## config.mk

```make
export PLATFORM = sky130hd
export DESIGN_NAME = bic_exec
export DESIGN_NICKNAME = d
export VERILOG_FILES = /design/src/rtl/bic_pkg.sv /design/src/rtl/bic_exec.sv
export SDC_FILE = /design/constraint.sdc
export NUM_CORES = 1
export LEC_CHECK = 0
export ABC_AREA = 0
export BUFFER_PORTS_ARGS = -buffer_cell sky130_fd_sc_hd__buf_2
export CAP_MARGIN = 20
export CORE_MARGIN = 2
export CORE_UTILIZATION = 44
export CTS_CLUSTER_DIAMETER = 50
export DETAILED_ROUTE_END_ITERATION = 16
export GPL_ROUTABILITY_DRIVEN = 0
export HOLD_SLACK_MARGIN = 0.05
export PLACE_DENSITY = 0.77
export SLEW_MARGIN = 20
export SYNTH_ARGS = -nofsm -noshare
export SYNTH_HDL_FRONTEND = slang
export SYNTH_SLANG_ARGS = --single-unit
```

## constraint.sdc

```tcl
create_clock -name i_core_clk -period 1.71 [get_ports i_core_clk]
set_input_delay 0 -clock i_core_clk [delete_from_list [all_inputs] [get_ports i_core_clk]]
set_output_delay 0 -clock i_core_clk [all_outputs]
set_load 0.02 [all_outputs]
```

## src/rtl/bic_pkg.sv

```systemverilog
// Constants and types shared by the branch / interrupt-control executor
package bic_pkg;

  // ==========================================================
  // Operation codes on the issue port
  // ==========================================================
  localparam logic [2:0] BIC_OP_NOP       = 3'h0;
  localparam logic [2:0] BIC_OP_INT_DIS   = 3'h1;
  localparam logic [2:0] BIC_OP_INT_EN    = 3'h2;
  localparam logic [2:0] BIC_OP_JMP_DIR   = 3'h3;
  localparam logic [2:0] BIC_OP_JMP_COMP  = 3'h4;
  localparam logic [2:0] BIC_OP_INC       = 3'h5;
  localparam logic [2:0] BIC_OP_TRAP      = 3'h6;

  // ==========================================================
  // Operand field layout for the increment
  // ==========================================================
  localparam int         BIC_DEST_BIT     = 6;
  localparam int         BIC_REG_MSB      = 5;

  // ==========================================================
  // Program counter constants
  // ==========================================================
  localparam int         BIC_PC_W         = 10;
  localparam logic [9:0] BIC_PC_RESET     = 10'h000;
  localparam logic [9:0] BIC_TRAP_VECTOR  = 10'h001;
  localparam logic [9:0] BIC_PC_STEP      = 10'h001;

  // ==========================================================
  // Register map, byte addresses on the Avalon port
  // ==========================================================
  localparam logic [4:0] BIC_REG_STATUS   = 5'h00;
  localparam logic [4:0] BIC_REG_ACCUM    = 5'h04;
  localparam logic [4:0] BIC_REG_PC_HIGH  = 5'h08;
  localparam logic [4:0] BIC_REG_TBLPTR   = 5'h0C;
  localparam logic [4:0] BIC_REG_PC       = 5'h10;
  localparam int         BIC_STAT_IE_BIT  = 0;
  localparam int         BIC_STAT_Z_BIT   = 1;

  // ==========================================================
  // Reset values
  // ==========================================================
  localparam logic       BIC_GIE_RESET    = 1'b0;
  localparam logic [7:0] BIC_ACC_RESET    = 8'h00;
  localparam logic [1:0] BIC_HI_RESET     = 2'h0;

  // ==========================================================
  // Executor states, one-hot
  // ==========================================================
  typedef enum logic [2:0] {
    BIC_ST_EXEC   = 3'b001,
    BIC_ST_TRAP   = 3'b010,
    BIC_ST_BUBBLE = 3'b100
  } bic_state_e;

endpackage

```

## src/rtl/bic_exec.sv

```systemverilog
// Executor for interrupt enable, jumps, increment and software trap
// ==========================================================
// What this block does
// - Interrupt-disable op clears global_int_enable in one cycle, no flags.
// - Interrupt-enable op sets global_int_enable in one cycle, no flags.
// - Direct jump: 9-bit immediate to PC[8:0], pc_high_buffer[1] to PC[9].
// - Direct jump is unconditional, flag-free, two cycles.
// - Computed jump loads table_high_pointer[1:0] and accumulator into PC.
// - Computed jump is unconditional, operand-free, flag-free, two cycles.
// - Increment adds one to R; destination bit picks accumulator or R.
// - Trap first pushes PC plus one onto the return stack.
// - Trap then loads PC with 001, no flags, three cycles total.
// - After a branch the fetched instruction is dropped, a NOP runs instead.
//
// Local design decisions: the Avalon-MM interface to the registers and the address map.
`timescale 1ns/1ps
module bic_exec
  import bic_pkg::*;
(
  // Clock and reset
  input  wire logic              i_core_clk,
  input  wire logic              i_rst,
  // Instruction issue
  input  wire logic              i_instr_valid,
  input  wire logic [2:0]        i_instr_op,
  input  wire logic [8:0]        i_instr_imm,
  input  wire logic [7:0]        i_reg_rdata,
  output logic                   o_instr_ready,
  // Register file write-back
  output logic                   o_reg_wr_en,
  output logic [5:0]             o_reg_wr_addr,
  output logic [7:0]             o_reg_wr_data,
  // Return stack
  output logic                   o_stack_push,
  output logic [BIC_PC_W-1:0]    o_stack_data,
  // Pipeline state
  output logic [BIC_PC_W-1:0]    o_pc,
  output logic                   o_flush,
  output logic                   o_global_int_enable,
  output logic                   o_zero_flag,
  // Avalon-MM slave
  input  wire logic [4:0]        i_avs_address,
  input  wire logic              i_avs_read,
  input  wire logic              i_avs_write,
  input  wire logic [31:0]       i_avs_writedata,
  output logic [31:0]            o_avs_readdata,
  output logic                   o_avs_waitrequest
);

  // ==========================================================
  // State
  // ==========================================================
  bic_state_e          state,            next_state;
  logic [BIC_PC_W-1:0] pc,               next_pc;
  logic                global_int_enable, next_global_int_enable;
  logic                zero_flag,        next_zero_flag;
  logic [7:0]          work_accumulator, next_work_accumulator;
  logic [1:0]          pc_high_buffer,   next_pc_high_buffer;
  logic [1:0]          table_high_pointer, next_table_high_pointer;
  logic                flush,            next_flush;
  logic                reg_wr_en,        next_reg_wr_en;
  logic [5:0]          reg_wr_addr,      next_reg_wr_addr;
  logic [7:0]          reg_wr_data,      next_reg_wr_data;
  logic                stack_push,       next_stack_push;
  logic [BIC_PC_W-1:0] stack_data,       next_stack_data;
  logic                bus_ack,          next_bus_ack;
  logic [31:0]         readdata,         next_readdata;
  logic                accept;
  logic [7:0]          inc_sum;
  logic                bus_wr;

  // Ready only in the execute state; trap and bubble stall issue
  assign o_instr_ready = (state == BIC_ST_EXEC);
  assign accept        = i_instr_valid && o_instr_ready;
  assign inc_sum       = i_reg_rdata + 8'h01;

  // One wait cycle per access; write lands at the releasing edge
  assign o_avs_waitrequest = (i_avs_read || i_avs_write) && !bus_ack;
  assign bus_wr            = i_avs_write && bus_ack;

  // ==========================================================
  // Execution next-state logic
  // ==========================================================
  always_comb begin
    next_state              = state;
    next_pc                 = pc;
    next_global_int_enable  = global_int_enable;
    next_zero_flag          = zero_flag;
    next_work_accumulator   = work_accumulator;
    next_pc_high_buffer     = pc_high_buffer;
    next_table_high_pointer = table_high_pointer;
    next_flush              = 1'b0;
    next_reg_wr_en          = 1'b0;
    next_reg_wr_addr        = reg_wr_addr;
    next_reg_wr_data        = reg_wr_data;
    next_stack_push         = 1'b0;
    next_stack_data         = stack_data;
    // Software writes first so an executing op overrides them
    if (bus_wr) begin
      unique case (i_avs_address)
        BIC_REG_ACCUM:   next_work_accumulator   = i_avs_writedata[7:0];
        BIC_REG_PC_HIGH: next_pc_high_buffer     = i_avs_writedata[1:0];
        BIC_REG_TBLPTR:  next_table_high_pointer = i_avs_writedata[1:0];
        default:         next_pc_high_buffer     = pc_high_buffer;
      endcase
    end
    unique case (state)
      BIC_ST_EXEC: begin
        if (accept) begin
          next_pc = pc + BIC_PC_STEP;
          unique case (i_instr_op)
            BIC_OP_INT_DIS: next_global_int_enable = 1'b0;
            BIC_OP_INT_EN:  next_global_int_enable = 1'b1;
            BIC_OP_JMP_DIR: begin
              next_pc    = {pc_high_buffer[1], i_instr_imm};
              next_flush = 1'b1;
              next_state = BIC_ST_BUBBLE;
            end
            BIC_OP_JMP_COMP: begin
              next_pc    = {table_high_pointer, work_accumulator};
              next_flush = 1'b1;
              next_state = BIC_ST_BUBBLE;
            end
            BIC_OP_INC: begin
              // zero flag from wrapped 8-bit sum
              next_zero_flag = (inc_sum == 8'h00);
              if (i_instr_imm[BIC_DEST_BIT]) begin
                next_reg_wr_en   = 1'b1;
                next_reg_wr_addr = i_instr_imm[BIC_REG_MSB:0];
                next_reg_wr_data = inc_sum;
              end else begin
                next_work_accumulator = inc_sum;
              end
            end
            BIC_OP_TRAP: begin
              next_stack_push = 1'b1;
              next_stack_data = pc + BIC_PC_STEP;
              next_pc         = pc;
              next_state      = BIC_ST_TRAP;
            end
            default: next_pc = pc + BIC_PC_STEP;
          endcase
        end
      end
      BIC_ST_TRAP: begin
        next_pc    = BIC_TRAP_VECTOR;
        next_flush = 1'b1;
        next_state = BIC_ST_BUBBLE;
      end
      BIC_ST_BUBBLE: begin
        // fetched word dropped, this cycle is the NOP
        next_state = BIC_ST_EXEC;
      end
    endcase
  end

  // ==========================================================
  // Bus read path, captured during the wait cycle
  // ==========================================================
  always_comb begin
    next_bus_ack  = (i_avs_read || i_avs_write) && !bus_ack;
    next_readdata = 32'h00000000;
    if (i_avs_read) begin
      unique case (i_avs_address)
        BIC_REG_STATUS: begin
          next_readdata[BIC_STAT_IE_BIT] = global_int_enable;
          next_readdata[BIC_STAT_Z_BIT]  = zero_flag;
        end
        BIC_REG_ACCUM:   next_readdata[7:0] = work_accumulator;
        BIC_REG_PC_HIGH: next_readdata[1:0] = pc_high_buffer;
        BIC_REG_TBLPTR:  next_readdata[1:0] = table_high_pointer;
        BIC_REG_PC:      next_readdata[BIC_PC_W-1:0] = pc;
        default:         next_readdata = 32'h00000000; // Unmapped
      endcase
    end
  end

  // ==========================================================
  // Registers
  // ==========================================================
  always_ff @(posedge i_core_clk) begin
    if (i_rst) begin
      state              <= BIC_ST_EXEC;
      pc                 <= BIC_PC_RESET;
      global_int_enable  <= BIC_GIE_RESET;
      zero_flag          <= 1'b0;
      work_accumulator   <= BIC_ACC_RESET;
      pc_high_buffer     <= BIC_HI_RESET;
      table_high_pointer <= BIC_HI_RESET;
      flush              <= 1'b0;
      reg_wr_en          <= 1'b0;
      reg_wr_addr        <= 6'h00;
      reg_wr_data        <= 8'h00;
      stack_push         <= 1'b0;
      stack_data         <= BIC_PC_RESET;
      bus_ack            <= 1'b0;
      readdata           <= 32'h00000000;
    end else begin
      state              <= next_state;
      pc                 <= next_pc;
      global_int_enable  <= next_global_int_enable;
      zero_flag          <= next_zero_flag;
      work_accumulator   <= next_work_accumulator;
      pc_high_buffer     <= next_pc_high_buffer;
      table_high_pointer <= next_table_high_pointer;
      flush              <= next_flush;
      reg_wr_en          <= next_reg_wr_en;
      reg_wr_addr        <= next_reg_wr_addr;
      reg_wr_data        <= next_reg_wr_data;
      stack_push         <= next_stack_push;
      stack_data         <= next_stack_data;
      bus_ack            <= next_bus_ack;
      readdata           <= next_readdata;
    end
  end

  // Outputs straight from flops
  assign o_pc                = pc;
  assign o_flush             = flush;
  assign o_global_int_enable = global_int_enable;
  assign o_zero_flag         = zero_flag;
  assign o_reg_wr_en         = reg_wr_en;
  assign o_reg_wr_addr       = reg_wr_addr;
  assign o_reg_wr_data       = reg_wr_data;
  assign o_stack_push        = stack_push;
  assign o_stack_data        = stack_data;
  assign o_avs_readdata      = readdata;

  logic [BIC_PC_W-1:0] jmp_dir_target;
  logic [BIC_PC_W-1:0] jmp_comp_target;
  assign jmp_dir_target  = {pc_high_buffer[1], i_instr_imm};
  assign jmp_comp_target = {table_high_pointer, work_accumulator};
endmodule

```

# Word-level counts from Yosys, hierarchy flattened
# Cells that the tools add are included.
# classes
eq_ne	16
n_lt_le_gt_ge	0
n_shift	0
bitwise_logic	5
mul	0
muxes	20
n_addsub	2
div_mod_pow	0
n_reduce_logical	22
# op_table
operator	count
2-to-1 mux 8 bit	6
case mux 10 bit (3 select lines)	1
case mux 10 bit (2 select lines)	1
equality test 3 bit (second input constant)	4
case mux 6 bit (2 select lines)	1
AND reduction 3 bit	4
adder 10 x 1 -> 10 bit (second input constant)	1
equality test 5 x 4 -> 1 bit (second input constant)	2
2-to-1 mux 10 bit	1
case mux 2 bit (5 select lines)	1
equality test 3 x 2 -> 1 bit (second input constant)	3
case mux 3 bit (3 select lines)	1
adder 8 x 1 -> 8 bit (second input constant)	1
zero test 8 bit	1
equality test 3 x 1 -> 1 bit (second input constant)	2
case mux 3 bit (2 select lines)	1
AND reduction 2 bit	3
OR reduction 3 bit	2
equality test 5 x 3 -> 1 bit (second input constant)	1
equality test 5 bit (second input constant)	1
zero test 5 bit	1
NOT 1 bit	5
2-to-1 mux 1 bit	4
case mux 1 bit (2 select lines)	2
11 further kinds	15
# totals
memories	0
input_bits	62
latch_bits	0
reg_bits	87
word_cells	82
out_inout_bits	73
romBits	0
ram_bits	0

# Longest topological paths before layout
# logic_depth
depth_word	7
depth_mapped	7
mapped_depth_nobuf	6

# Worst setup path after synthesis
# Ideal clock, no wire load.
# synth_timing
path_type	reg2reg
start	register pc[1], in the netlist o_pc[1]
end	register pc[4], in the netlist o_pc[4]
arrival_time_ns	1.723
path_buffers	0
setup_slack_ns	-0.131
required_ns	1.593
setup_ns	0.117
stages_incl_launch_ff	7
cell_sequence	dfxtp_1 > ha_1 > nand3_1 > xor2_1 > o21ai_0 > a221o_1 > a32o_1
# synth_via
elab_chain_len	4
# synth_lines
element	line	text
start, declared	bic_exec.sv:54	logic [BIC_PC_W-1:0] pc, next_pc;
start signal, assigned	bic_exec.sv:200	pc <= next_pc;
adder 10 x 1 -> 10 bit	bic_exec.sv:110, bic_exec.sv:141	
case mux 10 bit (3 select lines)	bic_exec.sv:111	unique case (i_instr_op)
2-to-1 mux 10 bit	bic_exec.sv:109	if (accept) begin
case mux 10 bit (2 select lines)	bic_exec.sv:107	unique case (state)
# No other way between the ends. The select of a mux whose other input is x is not followed.
# A chain may end at the register's enable or synchronous reset.

# Worst setup path after layout
# layout_timing
start	register pc[0], in the netlist o_pc[0]
end	register pc[4], in the netlist o_pc[4]
# Same word-level chain as after synthesis.

==> impl_metrics.py <==
metrics = {
    "global_route": {
        "grt_max_degree": 26,
        "grt_pass1_vias": 2901,
        "antenna_found_initial": 0,
        "grt_pass1_wl_mm": 14.62,
        "grt_overflow": 0,
        "grt.total_usage_pct": 22.26,
    },
    "sta": {
        "fmax_mhz": 615.0,
        "rsz0062_at_grt": "no",
        "min_period_ns": 1.626,
        "worst_slack_ns": 0.08407,
        "clock_skew_ns": 0.006589,
        "finalSetupTns_ns": 0,
        "drv_slew": 0,
        "finalHoldViolCount": 0,
        "setup_viol": 0,
        "period_share_pct": 95.08,
    },
    "synth": {
        "yosys_register_bits": 65,
        "async_flop_share_pct": 0,
        "synth-edff-count": 0,
        "syn_area_um2": 3358,
        "syn-instance-count": 387,
        "syn_area_per_cell_um2": 8.678,
        "netlist_top_cells_count": "dfxtp_1, nor2_1, nand2_1, buf_4, a21oi_1",
        "yosysMostFrequentCell": "dfxtp_1",
        "yosys.area.top_type": "dfxtp_1",
        "yosysSeqAreaShare_pct": 38.75,
        "yosysWarnings": 0,
        "yosysTopAreaCellShare_pct": 38.75,
        "synth_area_leaders": "dfxtp_1, nor2_1, buf_4, a211oi_1, nand2_1",
        "synthFlopType": "dfxtp_1",
        "yosys.cell_types.count": 58,
    },
    "route": {
        "viasPerCell": 5.291,
        "firstDrtPassIters": 5,
        "vias": 3259,
        "drc": 0,
        "detail-route-antenna-nets": 0,
        "wl_per_cell_um": 15.31,
        "drt-initial-drc-count": 381,
        "wl_mm": 9.431,
    },
    "place": {
        "placed_area_um2": 3924,
        "io_buffers": 88,
        "dp_hpwl_mm": 6.777,
        "pre_cts_ws_ns": 0.09229,
    },
    "clock_network": {
        "cts_num_sinks": 65,
        "cts_buffers": 9,
        "cts_tree": "built",
        "clock_latency_ns": 0.36,
        "clockBufferDepth": 2,
        "clk_pin_slew_ns": 0.07,
        "htree_levels": 3,
        "cts_root_buf": "clkbuf_8",
    },
    "worst_setup_path": {
        "ff2ff_setup_slack_ns": 0.08,
        "critPathMaxFanout": 4,
        "critical_path_required_ns": 1.96,
        "r2r_start": "o_pc[0]",
        "worstRegToRegCells": 6,
        "cp_data_arrival_time_ns": 1.88,
        "worstReg2RegEnd": "o_pc[4]",
        "critPathCaptureType": "register",
        "cp-startpoint": "o_pc[0]",
        "endpoint": "o_pc[4]",
        "worstSetupStartpointType": "register",
        "path_class": "reg2reg",
    },
    "run": {
        "cap_viol_max_count": 0,
    },
    "cells_and_area": {
        "ff_latch_area_um2": 1306,
        "fin_nets": 577,
        "final_area_um2": 4329,
        "drive_gt1_share_pct": 31.53,
        "multi_input_area_um2": 1866,
        "fill_cells": 631,
        "antenna_cells": 0,
        "fin_util_pct": 59.05,
        "area_delta_synth_final_pct": 28.91,
    },
    "floorplanning": {
        "dieArea_um2": 8348,
        "initial_core_util_pct": 45.81,
        "rows": 31,
        "coreArea_um2": 7331,
        "die_h_um": 91.37,
        "ios": 135,
        "die_x_um": 91.37,
    },
    "power": {
        "pwr-share-seq_pct": 44.9,
        "pwr_density_cell_nw_per_um2": 818.1,
        "p_clk_share_pct": 37.8,
        "p_sw_mw": 1.033,
        "ir_drop_mv": 0.4656,
        "power.internal_mw": 2.508,
        "p_leak_nw": 1.885,
        "p_comb_share_pct": 17.3,
        "netSwitchingFraction_pct": 29.18,
    },
    "min_path": {
        "hp-start": "i_avs_address[2]",
        "min_path_type": "in2reg",
    },
    "run_status": {
        "status": "finished clean",
    },
}
[how the worst min path moves through the flow]
stage	end	slack (ns)	cells past startpoint
4_1_cts	o_zero_flag	0.06	4
5_1_grt	o_reg_wr_data[7]	0.07	3
3_3_place_gp	o_reg_wr_addr[3]	0.27	3
6_report	pc_high_buffer[1]	0.07	4
2_1_floorplan	work_accumulator[0]	0.1	1
3_5_place_dp	work_accumulator[0]	0.28	2
[critical path, cell delays in order (launching register included)]
cell and delay [ns]:
dfxtp_2 0.32, ha_1 0.20, nand3_1 0.13, xor2_2 0.20, o21ai_0 0.12, a221o_1 0.30, a32o_1 0.25
[layout by cell type, fill, tap and decap left out, types with 8 or more instances in the layout]
master,instances
nor2_1,56
conb_1,22
nand2_1,33
mux2_2,9
a22o_1,8
and3_1,8
buf_4,26
o21ai_0,12
clkbuf_8,10
a21oi_1,19
xnor2_1,8
a211oi_1,18
nand3_1,8
dfxtp_1,61
buf_2,88
dlygate4sd3_1,17
[repair_timing]
item                                   CTS  global route
setup endpoints to repair                0            16
gates resized for setup                  0             5
hold buffers                            17             0
buffers inserted                         0             2
endpoints found under the hold margin   19             0
[kinds of logic after synthesis]
group	share of synthesized area, %
and+or+nand+nor	22.28
AOI/OAI and AO/OA	20.38
DFF	38.75
buffers and inverters	8.644
xor gates and xnor gates	3.912
muxes	4.806
adders and majority gates	1.118
other	0.1117
[metrics by stage]
step / hold WS (ns) / total power [mW] / instances
2_1_floorplan: 0.09561 / 2.002 / 408
3_3_place_gp: 0.2709 / 2.176 / 580
3_5_place_dp: 0.2751 / 2.189 / 580
4_1_cts: 0.05582 / 3.541 / 613
5_1_grt: 0.07046 / 3.688 / 616
6_report: 0.07389 / 3.542 / 616
[power groups by stage]
| stage | Clock [mW] | Sequential, mW | Combinational, mW |
|---|---|---|---|
| final | 1.34 | 1.59 | 0.613 |
| after global routing | 1.43 | 1.60 | 0.664 |
| after CTS | 1.35 | 1.59 | 0.597 |
| after detailed placement | 0 | 1.62 | 0.566 |
| after global placement | 0 | 1.62 | 0.554 |
| after floorplan | 0 | 1.65 | 0.350 |
[routing by layer]
layer  global-route usage, %  routed length, um  vias up  share of wire, %
li1                        -                  -     1598                 -
met5                       0                  0        -                 0
met3                   6.307                757       14               8.0
met1                   28.58               4020     1493                43
met4                   7.702                125        0               1.3
met2                   35.80               4527      154                48
[sequential cells by signal, summed over array words and instances, names as in the netlist]
register,count
work_accumulator,8
o_global_int_enable,1
pc_high_buffer,2
o_reg_wr_addr,6
o_zero_flag,1
o_pc,10
o_stack_push,1
o_avs_readdata,10
o_reg_wr_data,8
o_flush,1
o_stack_data,10
state,3
o_reg_wr_en,1
bus_ack,1
table_high_pointer,2
[cell type report]
| cell class | instances | area share, % |
|---|---|---|
| inverter | 6 | 0.5202 |
| sequential | 65 | 30.17 |
| multi-input combinational | 299 | 43.09 |
| tap | 99 | 2.861 |
| clock buffer | 10 | 3.179 |
| clock inverter | 6 | 1.561 |
| timing repair buffer | 131 | 18.61 |
No activity file was read; power rests on OpenSTA's default activity.
